--- config.mk ---
export PLATFORM = sky130hd
export DESIGN_NAME = ictm_top
export DESIGN_NICKNAME = d
export VERILOG_FILES = /design/src/common/ictm_pkg.sv /design/src/common/ictm_if.sv /design/src/logic/ictm_cycle_timer.sv /design/src/logic/ictm_cycle_monitor.sv /design/src/logic/ictm_top.sv
export SDC_FILE = /design/constraint.sdc
export NUM_CORES = 1
export LEC_CHECK = 0
export BUFFER_PORTS_ARGS = -buffer_cell sky130_fd_sc_hd__buf_2
export CELL_PAD_IN_SITES_DETAIL_PLACEMENT = 2
export CELL_PAD_IN_SITES_GLOBAL_PLACEMENT = 2
export CORE_ASPECT_RATIO = 1.25
export CORE_MARGIN = 10
export CORE_UTILIZATION = 29
export CTS_CLUSTER_DIAMETER = 100
export DETAILED_ROUTE_END_ITERATION = 12
export PLACE_DENSITY_LB_ADDON = 0.15
export SLEW_MARGIN = 15
export SYNTH_ARGS = -nofsm -noshare
export SYNTH_HDL_FRONTEND = slang
export SYNTH_HIERARCHICAL = 1
export SYNTH_SLANG_ARGS = --single-unit
--- constraint.sdc ---
create_clock -name core_clk_i -period 3.2 [get_ports core_clk_i]
set_input_delay 0.64 -clock core_clk_i [delete_from_list [all_inputs] [get_ports core_clk_i]]
set_output_delay 0.64 -clock core_clk_i [all_outputs]
set_load 0.02 [all_outputs]
--- src/common/ictm_pkg.sv ---
package ictm_pkg;
  // ==========================================================
  // register map
  localparam logic [7:0] ADDR_LINK_CTRL = 8'h08;
  localparam logic [7:0] ADDR_EVENT_FLAGS = 8'h0c;
  localparam logic [7:0] ADDR_EVENT_MASK = 8'h10;
  localparam logic [7:0] ADDR_CYCLE_TIME = 8'h14;
  localparam logic [11:0] CSR_CYCLE_TIME = 12'h200;
  // ==========================================================
  // field positions as lsb indices (host numbers bit 0 as msb)
  localparam int CTRL_MASTER_BIT = 31 - 20;
  localparam int CTRL_SRC_BIT = 31 - 21;
  localparam int CTRL_RUN_BIT = 31 - 22;
  localparam int EVT_STARTED_BIT = 31 - 22;
  localparam int EVT_DONE_BIT = 31 - 23;
  localparam int EVT_LOST_BIT = 31 - 25;
  localparam int OFFSET_LSB = 0;
  localparam int COUNT_LSB = 12;
  localparam int SECONDS_LSB = 25;
  // ==========================================================
  // reset values
  localparam logic [31:0] CTRL_RST = 32'h0000_0000;
  localparam logic [31:0] FLAGS_RST = 32'h0000_0000;
  localparam logic [31:0] MASK_RST = 32'h0000_0000;
  localparam logic [31:0] TIME_RST = 32'h0000_0000;
  // ==========================================================
  // counts
  localparam logic [11:0] OFFSET_LAST = 12'hbff;
  localparam logic [12:0] COUNT_LAST = 13'h1f3f;
  localparam int CORE_CLK_KHZ = 40000;
  localparam int OFFSET_CLK_KHZ = 24576;
  localparam logic [16:0] NCO_INC = 17'(OFFSET_CLK_KHZ);
  localparam logic [16:0] NCO_MOD = 17'(CORE_CLK_KHZ);
  localparam logic [1:0] LOST_ROLLS = 2'h2;
endpackage

--- src/common/ictm_if.sv ---
`timescale 1ns/1ps
interface ictm_if;
  logic run;
  logic src_ext;
  logic master;
  logic sync_rise;
  logic host_wr;
  logic [31:0] host_val;
  logic rx_load;
  logic [31:0] rx_val;
  logic [31:0] time_val;
  logic tick;
  logic roll;
  logic rx_start;
  logic tx_sent;
  logic isoch_end;
  logic set_started;
  logic set_lost;
  logic set_done;
  logic tx_req;
  modport tmr(input run, src_ext, sync_rise, host_wr, host_val, rx_load,
    rx_val, output time_val, tick, roll);
  modport mon(input master, tick, roll, rx_start, tx_sent, isoch_end,
    output set_started, set_lost, set_done, tx_req);
  modport top(output run, src_ext, master, sync_rise, host_wr, host_val,
    rx_load, rx_val, rx_start, tx_sent, isoch_end,
    input time_val, tick, roll, set_started, set_lost, set_done, tx_req);
endinterface

--- src/logic/ictm_cycle_timer.sv ---
`timescale 1ns/1ps
module ictm_cycle_timer
  import ictm_pkg::*;
(
  input wire logic core_clk_i,
  input wire logic rst_i,
  ictm_if.tmr bus
);
  logic [16:0] nco_r;
  logic [17:0] nco_sum;
  logic nco_step;
  logic [11:0] offset;
  logic [12:0] count;
  logic [6:0] secs;
  logic bump;

  assign offset = bus.time_val[COUNT_LSB-1:OFFSET_LSB];
  assign count = bus.time_val[SECONDS_LSB-1:COUNT_LSB];
  assign secs = bus.time_val[31:SECONDS_LSB];
  assign nco_sum = {1'b0, nco_r} + {1'b0, NCO_INC};
  assign nco_step = nco_sum >= {1'b0, NCO_MOD};
  // ==========================================================
  // rate converter: 24.576 MHz steps out of the 40 MHz core clock
  always_ff @(posedge core_clk_i) begin
    if (rst_i) begin
      nco_r <= '0;
    end else if (nco_step) begin
      nco_r <= 17'(nco_sum - {1'b0, NCO_MOD});
    end else begin
      nco_r <= nco_sum[16:0];
    end
  end

  assign bus.roll = bus.run && !bus.src_ext && nco_step &&
    offset == OFFSET_LAST;
  assign bump = bus.run && (bus.src_ext ? bus.sync_rise : bus.roll);
  // ==========================================================
  // time register; software write beats packet load beats counting
  always_ff @(posedge core_clk_i) begin
    if (rst_i) begin
      bus.time_val <= TIME_RST;
      bus.tick <= 1'b0;
    end else begin
      bus.tick <= bump && !bus.host_wr && !bus.rx_load;
      if (bus.host_wr) begin
        bus.time_val <= bus.host_val;
      end else if (bus.rx_load) begin
        bus.time_val <= bus.rx_val;
      end else if (bump) begin
        bus.time_val[COUNT_LSB-1:OFFSET_LSB] <= '0;
        if (count == COUNT_LAST) begin
          bus.time_val[SECONDS_LSB-1:COUNT_LSB] <= '0;
          bus.time_val[31:SECONDS_LSB] <= 7'(secs + 7'h01);
        end else begin
          bus.time_val[SECONDS_LSB-1:COUNT_LSB] <= 13'(count + 13'h0001);
        end
      end else if (bus.run && !bus.src_ext && nco_step) begin
        bus.time_val[COUNT_LSB-1:OFFSET_LSB] <= 12'(offset + 12'h001);
      end
      // run clear idles the counting branches above; software writes and packet loads still land
    end
  end
endmodule // ictm_cycle_timer

--- src/logic/ictm_cycle_monitor.sv ---
`timescale 1ns/1ps
module ictm_cycle_monitor
  import ictm_pkg::*;
(
  input wire logic core_clk_i,
  input wire logic rst_i,
  ictm_if.mon bus
);
  logic [1:0] miss_r;
  logic active_r;
  logic started;

  assign started = bus.master ? bus.tx_sent : bus.rx_start;
  assign bus.set_started = started;
  assign bus.set_lost = !bus.master && bus.roll && !bus.rx_start &&
    miss_r == LOST_ROLLS - 2'h1;
  assign bus.set_done = active_r && bus.isoch_end;
  // ==========================================================
  // rollovers seen since the last received cycle start
  always_ff @(posedge core_clk_i) begin
    if (rst_i || bus.master || bus.rx_start) begin
      miss_r <= '0;
    end else if (bus.roll && miss_r != LOST_ROLLS) begin
      miss_r <= 2'(miss_r + 2'h1);
    end
  end

  // done only counts for a cycle that actually started
  always_ff @(posedge core_clk_i) begin
    if (rst_i) begin
      active_r <= 1'b0;
    end else if (started) begin
      active_r <= 1'b1;
    end else if (bus.set_done || bus.set_lost) begin
      active_r <= 1'b0;
    end
  end

  // request held until the transmitter reports it sent
  always_ff @(posedge core_clk_i) begin
    if (rst_i || !bus.master) begin
      bus.tx_req <= 1'b0;
    end else if (bus.tick) begin
      bus.tx_req <= 1'b1;
    end else if (bus.tx_sent) begin
      bus.tx_req <= 1'b0;
    end
  end
endmodule // ictm_cycle_monitor

--- src/logic/ictm_top.sv ---
`timescale 1ns/1ps
module ictm_top
  import ictm_pkg::*;
(
  input wire logic core_clk_i,
  input wire logic rst_i,
  // host bus, bit 0 is the msb
  input wire logic host_cs_n_i,
  input wire logic host_wr_n_i,
  input wire logic [0:7] host_addr_i,
  input wire logic [0:31] host_data_i,
  output logic [0:31] host_data_o,
  output logic host_ack_n_o,
  // standard register space access from the packet logic
  input wire logic csr_req_i,
  input wire logic csr_wr_i,
  input wire logic [11:0] csr_addr_i,
  input wire logic [31:0] csr_wdata_i,
  output logic [31:0] csr_rdata_o,
  output logic csr_ack_o,
  // external cycle sync pin and tick out
  input wire logic cycle_sync_input_i,
  output logic cycle_tick_output_o,
  // receiver side
  input wire logic rx_cycle_start_i,
  input wire logic [31:0] rx_cycle_time_i,
  // transmitter side
  output logic tx_cycle_start_req_o,
  output logic [31:0] tx_cycle_time_o,
  input wire logic tx_cycle_start_sent_i,
  input wire logic isoch_end_i
);
  typedef enum logic [2:0] {
    HB_IDLE = 3'b001,
    HB_ACCESS = 3'b010,
    HB_HOLD = 3'b100
  } ictm_hb_state_t;

  ictm_if cyc();

  // ==========================================================
  // pin synchronisers
  logic cs_meta_r;
  logic cs_sync_r;
  logic wr_meta_r;
  logic wr_sync_r;
  logic sync_meta_r;
  logic sync_q_r;
  logic sync_prev_r;

  always_ff @(posedge core_clk_i) begin
    if (rst_i) begin
      cs_meta_r <= 1'b1;
      cs_sync_r <= 1'b1;
      wr_meta_r <= 1'b1;
      wr_sync_r <= 1'b1;
    end else begin
      cs_meta_r <= host_cs_n_i;
      cs_sync_r <= cs_meta_r;
      wr_meta_r <= host_wr_n_i;
      wr_sync_r <= wr_meta_r;
    end
  end

  // third stage gives the edge detector a settled reference
  always_ff @(posedge core_clk_i) begin
    if (rst_i) begin
      sync_meta_r <= 1'b0;
      sync_q_r <= 1'b0;
      sync_prev_r <= 1'b0;
    end else begin
      sync_meta_r <= cycle_sync_input_i;
      sync_q_r <= sync_meta_r;
      sync_prev_r <= sync_q_r;
    end
  end

  // ==========================================================
  // host address and data take the same two stages as select
  logic [7:0] addr_meta_r;
  logic [7:0] addr_sync_r;
  logic [31:0] data_meta_r;
  logic [31:0] data_sync_r;

  always_ff @(posedge core_clk_i) begin
    if (rst_i) begin
      addr_meta_r <= 8'h00;
      addr_sync_r <= 8'h00;
      data_meta_r <= 32'h0000_0000;
      data_sync_r <= 32'h0000_0000;
    end else begin
      addr_meta_r <= host_addr_i;
      addr_sync_r <= addr_meta_r;
      data_meta_r <= host_data_i;
      data_sync_r <= data_meta_r;
    end
  end

  // ==========================================================
  // registers
  logic [31:0] ctrl_r;
  logic [31:0] flags_r;
  logic [31:0] mask_r;
  logic [31:0] flags_used;
  logic run;
  logic src_ext;
  logic master;

  assign run = ctrl_r[CTRL_RUN_BIT];
  assign src_ext = ctrl_r[CTRL_SRC_BIT];
  assign master = ctrl_r[CTRL_MASTER_BIT];

  // ==========================================================
  // host bus slave
  ictm_hb_state_t hb_state_r;
  ictm_hb_state_t hb_state_nxt;
  logic [7:0] hb_addr;
  logic [31:0] hb_wdata;
  logic hb_go;
  logic hb_wr;
  logic hb_rd;

  // address and data must stay stable while select is low
  assign hb_addr = addr_sync_r;
  assign hb_wdata = data_sync_r;
  assign hb_go = hb_state_r == HB_ACCESS;
  assign hb_wr = hb_go && !wr_sync_r;
  assign hb_rd = hb_go && wr_sync_r;

  // every register write strobe is decoded the same way
  function automatic logic addr_hit(input logic go, input logic [7:0] a,
    input logic [7:0] sel);
    return go && a == sel;
  endfunction

  logic ctrl_wr;
  logic mask_wr;
  logic flags_wr;
  assign ctrl_wr = addr_hit(hb_wr, hb_addr, ADDR_LINK_CTRL);
  assign mask_wr = addr_hit(hb_wr, hb_addr, ADDR_EVENT_MASK);
  assign flags_wr = addr_hit(hb_wr, hb_addr, ADDR_EVENT_FLAGS);

  always_comb begin
    hb_state_nxt = hb_state_r;
    unique case (hb_state_r)
      HB_IDLE: begin
        if (!cs_sync_r) begin
          hb_state_nxt = HB_ACCESS;
        end
      end
      HB_ACCESS: begin
        hb_state_nxt = HB_HOLD;
      end
      HB_HOLD: begin
        if (cs_sync_r) begin
          hb_state_nxt = HB_IDLE;
        end
      end
      default: begin
        hb_state_nxt = HB_IDLE;
      end
    endcase
  end

  always_ff @(posedge core_clk_i) begin
    if (rst_i) begin
      hb_state_r <= HB_IDLE;
    end else begin
      hb_state_r <= hb_state_nxt;
    end
  end

  // acknowledge stays low until the host drops select
  assign host_ack_n_o = hb_state_r != HB_HOLD;

  // unmapped addresses read as zero
  function automatic logic [31:0] read_mux(input logic [7:0] a,
    input logic [31:0] c, input logic [31:0] f, input logic [31:0] m,
    input logic [31:0] t);
    logic [31:0] v;
    v = '0;
    unique case (a)
      ADDR_LINK_CTRL: v = c;
      ADDR_EVENT_FLAGS: v = f;
      ADDR_EVENT_MASK: v = m;
      ADDR_CYCLE_TIME: v = t;
      default: v = '0;
    endcase
    return v;
  endfunction

  always_ff @(posedge core_clk_i) begin
    if (rst_i) begin
      host_data_o <= '0;
    end else if (hb_rd) begin
      host_data_o <= read_mux(hb_addr, ctrl_r, flags_r, mask_r,
        cyc.time_val);
    end
  end

  // ==========================================================
  // control and mask
  logic [31:0] ctrl_wmask;
  assign ctrl_wmask = (32'h1 << CTRL_MASTER_BIT) |
    (32'h1 << CTRL_SRC_BIT) | (32'h1 << CTRL_RUN_BIT);

  always_ff @(posedge core_clk_i) begin
    if (rst_i) begin
      ctrl_r <= CTRL_RST;
    end else if (ctrl_wr) begin
      // only the three timer bits are kept; the rest read as zero
      ctrl_r <= hb_wdata & ctrl_wmask;
    end
  end

  always_ff @(posedge core_clk_i) begin
    if (rst_i) begin
      mask_r <= MASK_RST;
    end else if (mask_wr) begin
      mask_r <= hb_wdata & flags_used;
    end
  end

  // ==========================================================
  // event flags: write one to clear, a new event wins the clear
  logic [31:0] flags_set;
  logic [31:0] flags_clr;

  assign flags_used = (32'h1 << EVT_STARTED_BIT) |
    (32'h1 << EVT_DONE_BIT) | (32'h1 << EVT_LOST_BIT);
  assign flags_set = ({31'h0, cyc.set_started} << EVT_STARTED_BIT) |
    ({31'h0, cyc.set_done} << EVT_DONE_BIT) |
    ({31'h0, cyc.set_lost} << EVT_LOST_BIT);
  assign flags_clr = flags_wr ? hb_wdata : 32'h0;

  always_ff @(posedge core_clk_i) begin
    if (rst_i) begin
      flags_r <= FLAGS_RST;
    end else begin
      flags_r <= ((flags_r & ~flags_clr) | flags_set) &
        flags_used;
    end
  end

  // ==========================================================
  // standard register space port, answered next cycle
  logic csr_hit;
  assign csr_hit = csr_addr_i == CSR_CYCLE_TIME;

  always_ff @(posedge core_clk_i) begin
    if (rst_i) begin
      csr_ack_o <= 1'b0;
    end else begin
      csr_ack_o <= csr_req_i;
    end
  end

  // read data holds between reads, like the host side
  always_ff @(posedge core_clk_i) begin
    if (rst_i) begin
      csr_rdata_o <= '0;
    end else if (csr_req_i && !csr_wr_i) begin
      csr_rdata_o <= csr_hit ? cyc.time_val : 32'h0;
    end
  end

  // ==========================================================
  // timer and monitor wiring
  logic host_time_wr;
  logic csr_time_wr;
  assign host_time_wr = addr_hit(hb_wr, hb_addr, ADDR_CYCLE_TIME);
  assign csr_time_wr = csr_req_i && csr_wr_i && csr_hit;

  assign cyc.run = run;
  assign cyc.src_ext = src_ext;
  assign cyc.master = master;
  assign cyc.sync_rise = sync_q_r && !sync_prev_r;
  // host write wins when both ports write together
  assign cyc.host_wr = host_time_wr || csr_time_wr;
  assign cyc.host_val = host_time_wr ? hb_wdata : csr_wdata_i;
  // a master ignores received starts; its own count is the reference
  assign cyc.rx_load = rx_cycle_start_i && !master;
  assign cyc.rx_val = rx_cycle_time_i;
  assign cyc.rx_start = rx_cycle_start_i;
  assign cyc.tx_sent = tx_cycle_start_sent_i;
  assign cyc.isoch_end = isoch_end_i;

  ictm_cycle_timer u_timer (
    .core_clk_i(core_clk_i),
    .rst_i(rst_i),
    .bus(cyc.tmr)
  );

  ictm_cycle_monitor u_monitor (
    .core_clk_i(core_clk_i),
    .rst_i(rst_i),
    .bus(cyc.mon)
  );

  assign cycle_tick_output_o = cyc.tick;
  assign tx_cycle_start_req_o = cyc.tx_req;
  // live value; the transmitter samples it as it sends the start
  assign tx_cycle_time_o = cyc.time_val;
endmodule // ictm_top

==> flow_metrics.tcl <==
set metrics [dict create \
    netlist_instances 913 \
    slew_viol_final 0 \
    dr.pass1.iters 4 \
    synth-xor-area-share 0.0287 \
    cts.sinks 212 \
    synth_nets 1048 \
    wl_um 31500 \
    vias 7685 \
    synth_top_family_by_area "simple AND/OR/NAND/NOR gates" \
    antenna_found_initial 4 \
    synth-compound-area-share 0.162 \
    synth.distinct_cells 68 \
    fmax_ghz 0.350 \
    synthAdderAreaFrac 0.0127 \
    place_ws_ns -0.171 \
    required_ns 3.61 \
    drt_iter0_markers 342 \
    ys_ff_latch 212 \
    powerDensity_nw_per_um2 637 \
    clockBufferDepth 3 \
    fp.dieW_um 176 \
    crit_arrival_ns 3.27 \
    core_um2 30100 \
    grt_first_pass_wirelength_um 48400 \
    fp.dieH_um 215 \
    hold_end "cs_meta_r" \
    fin_crit_ns 2.85 \
    rsz0062_at_grt "false" \
    grt_overflow 0 \
    cts-htree-levels 1 \
    end_kind "flop" \
    p_leak_uw 0.00470 \
    syn_area_um2 8840 \
    cts_inserted_buffers 24 \
    min_path_cells 2 \
    syn-mean-instance-area_um2 9.68 \
    hpwlAfterDp_um 23200 \
    synthSimpleGateAreaFrac 0.203 \
    grt_use_total 0.159 \
    fin_nets 1272 \
    start_util 0.294 \
    drc 0 \
    gp_congestion 0.769 \
    max_slew.worst_pin.slew_ns 1.04 \
    cts_setup_buffers 0 \
    grt_max_degree 86 \
    cts_tree "yes" \
    crit_fanout 15 \
    postRouteAntennaNets 0 \
    regToRegSetupSlack_ns 0.35 \
    hold_viol_final 0 \
    cts-root-buf "clkbuf_16" \
    vias_per_cell 4.94 \
    vdd_drop_max_v 0.000264 \
    final_core_util 0.375 \
    fin_crit_sh 0.892 \
    ys_warn_count 6 \
    cts.repair.resized 1 \
    finalSetupTns_ns 0 \
    hold_path_class "in2reg" \
    finalPower_uw 7180 \
    clock_skew_ns 0.0139 \
    r2r-end "u_timer/bus.time_val[20]" \
    criticalPathCategory "reg2reg" \
    crit_path_start_kind "flop" \
    ys.flop_type "dfxtp_1" \
    wl_per_cell_um 20.2 \
    synthArstFlopShare 0 \
    reg2reg_from "hb_state_r[2]" \
    cts_hold_repair.buffers 0 \
    io_pins 226 \
    hp-start "host_cs_n_i" \
    die-area_um2 37900 \
    drv_cap 0 \
    port-buffer-count 225 \
    grt_pass1_vias 8260 \
    yosysSeqAreaShare 0.480 \
    relSlewSlack 0.304 \
    clk_latency_ns 0.52 \
    synth_edf_count 0 \
    setup_ws_ns 0.345 \
    cts.clk_slew.worst_paths_ns 0.06 \
    syn_to_final_growth_pct 27.6 \
    rows 71 \
    status "finished clean" \
    synth.area.mux_share 0.0766 \
    finalSetupViolCount 0 \
    reg2reg_depth 8 \
    drive_gt1_frac 0.307 \
]
metrics by stage:
step                instance area, um2  cells  hold WS (ns)
floorplan                         8840    913         0.389
global placement                 10500   1512         0.392
detailed placement               10500   1512         0.402
CTS                              11300   1554         0.285
global route                     11300   1554         0.290
finish                           11300   1555         0.308
state kept, by name, indices dropped and copies added (netlist names), 8 cells and up:
signal and flops:
host_data_o 32, csr_rdata_o 32, data_meta_r 32, addr_sync_r 8, data_sync_r 32, addr_meta_r 8
u_timer/nco_r 11, u_timer/bus.time_val 32
cells in the mapped netlist, types with 5 or more instances:
cell | n | area (um2)
nand3_1 | 16 | 80.1
inv_1 | 14 | 52.6
nand2_1 | 39 | 146
mux2_4 | 29 | 435
nor3_1 | 10 | 50.1
a211oi_1 | 11 | 82.6
buf_6 | 5 | 56.3
mux2i_1 | 14 | 140
mux2_2 | 9 | 101
nor4_1 | 7 | 43.8
clkbuf_1 | 48 | 180
a22oi_1 | 72 | 541
xor2_1 | 10 | 87.6
a21oi_1 | 29 | 145
and4_1 | 5 | 43.8
and3_1 | 7 | 43.8
nor2_1 | 123 | 462
a311oi_1 | 15 | 131
ha_1 | 9 | 113
o211ai_1 | 14 | 105
nand4_1 | 6 | 37.5
or2_2 | 7 | 43.8
dfxtp_1 | 212 | 4240
xnor2_1 | 19 | 166
o21ai_0 | 18 | 90.1
nor2b_1 | 91 | 569
nand2b_1 | 8 | 50.1
report_power, final:
group	internal (uW)	switching [uW]
logic	557	757
clock network	1720	1140
registers	2810	200
total	5090	2090
cell type report:
type                            instances  area (um2)
Tap cell                              401         502
Sequential cell                       212        4240
Antenna cell                            1        2.50
Clock inverter                          9         104
Inverter                               15        56.3
Multi-Input combinational cell        628        4280
Fill cell                            3351       18800
Clock buffer                           33         716
Timing Repair Buffer                  256        1380
worst max-delay path by stage:
| stage | from | endpoint |
|---|---|---|
| floorplan | addr_sync_r[0] | u_timer/bus.time_val[5] |
| global placement | csr_addr_i[1] | u_timer/bus.time_val[20] |
| detailed placement | csr_addr_i[1] | u_timer/bus.time_val[20] |
| CTS | hb_state_r[2] | u_timer/bus.time_val[20] |
| global route | hb_state_r[2] | u_timer/bus.time_val[20] |
| finish | hb_state_r[2] | u_timer/bus.time_val[20] |
cell families after synthesis:
logic type,after synthesis
flops,212
compound gates,196
xor+xnor,29
buf+inv,73
fa+ha+maj,9
mux,52
simple gates,342
routing by layer:
layer | vias to the layer above | track usage | wire length [um]
li1 | 3691 | - | -
met3 | 27 | 0.0386 | 1820
met1 | 3787 | 0.197 | 13900
met5 | - | 0 | 53
met4 | 8 | 0.0320 | 338
met2 | 172 | 0.274 | 15400
critical path, stage by stage (launching register included):
cell and delay (ns):
dfxtp_1 0.35, or4b_1 0.68, nor4_4 0.22, a31o_2 0.19, a311o_1 0.17, a41oi_1 0.09, nor2_2 0.58, a21boi_0 0.21
o221a_2 0.27
cell usage in the layout, fill, tap and decap left out, types with 6 or more instances in the layout:
master,netlist,layout
xor2_1,10,10
nand4_1,6,6
nor2_1,123,122
nand3_1,16,16
clkbuf_16,0,25
and3_1,7,7
o211ai_1,14,14
a21oi_1,29,29
buf_4,3,30
or2_2,7,7
xnor2_1,19,19
o21ai_0,18,18
ha_1,9,9
nor2b_1,91,90
mux2i_1,14,14
nor3_1,10,10
nand2b_1,8,8
a311oi_1,15,15
nor4_1,7,7
mux2_4,29,29
dfxtp_1,212,212
inv_1,14,14
a211oi_1,11,11
nand2_1,39,39
clkbuf_8,0,6
mux2_2,9,9
buf_2,1,224
a22oi_1,72,72
Power figures use the tool's default switching activity.
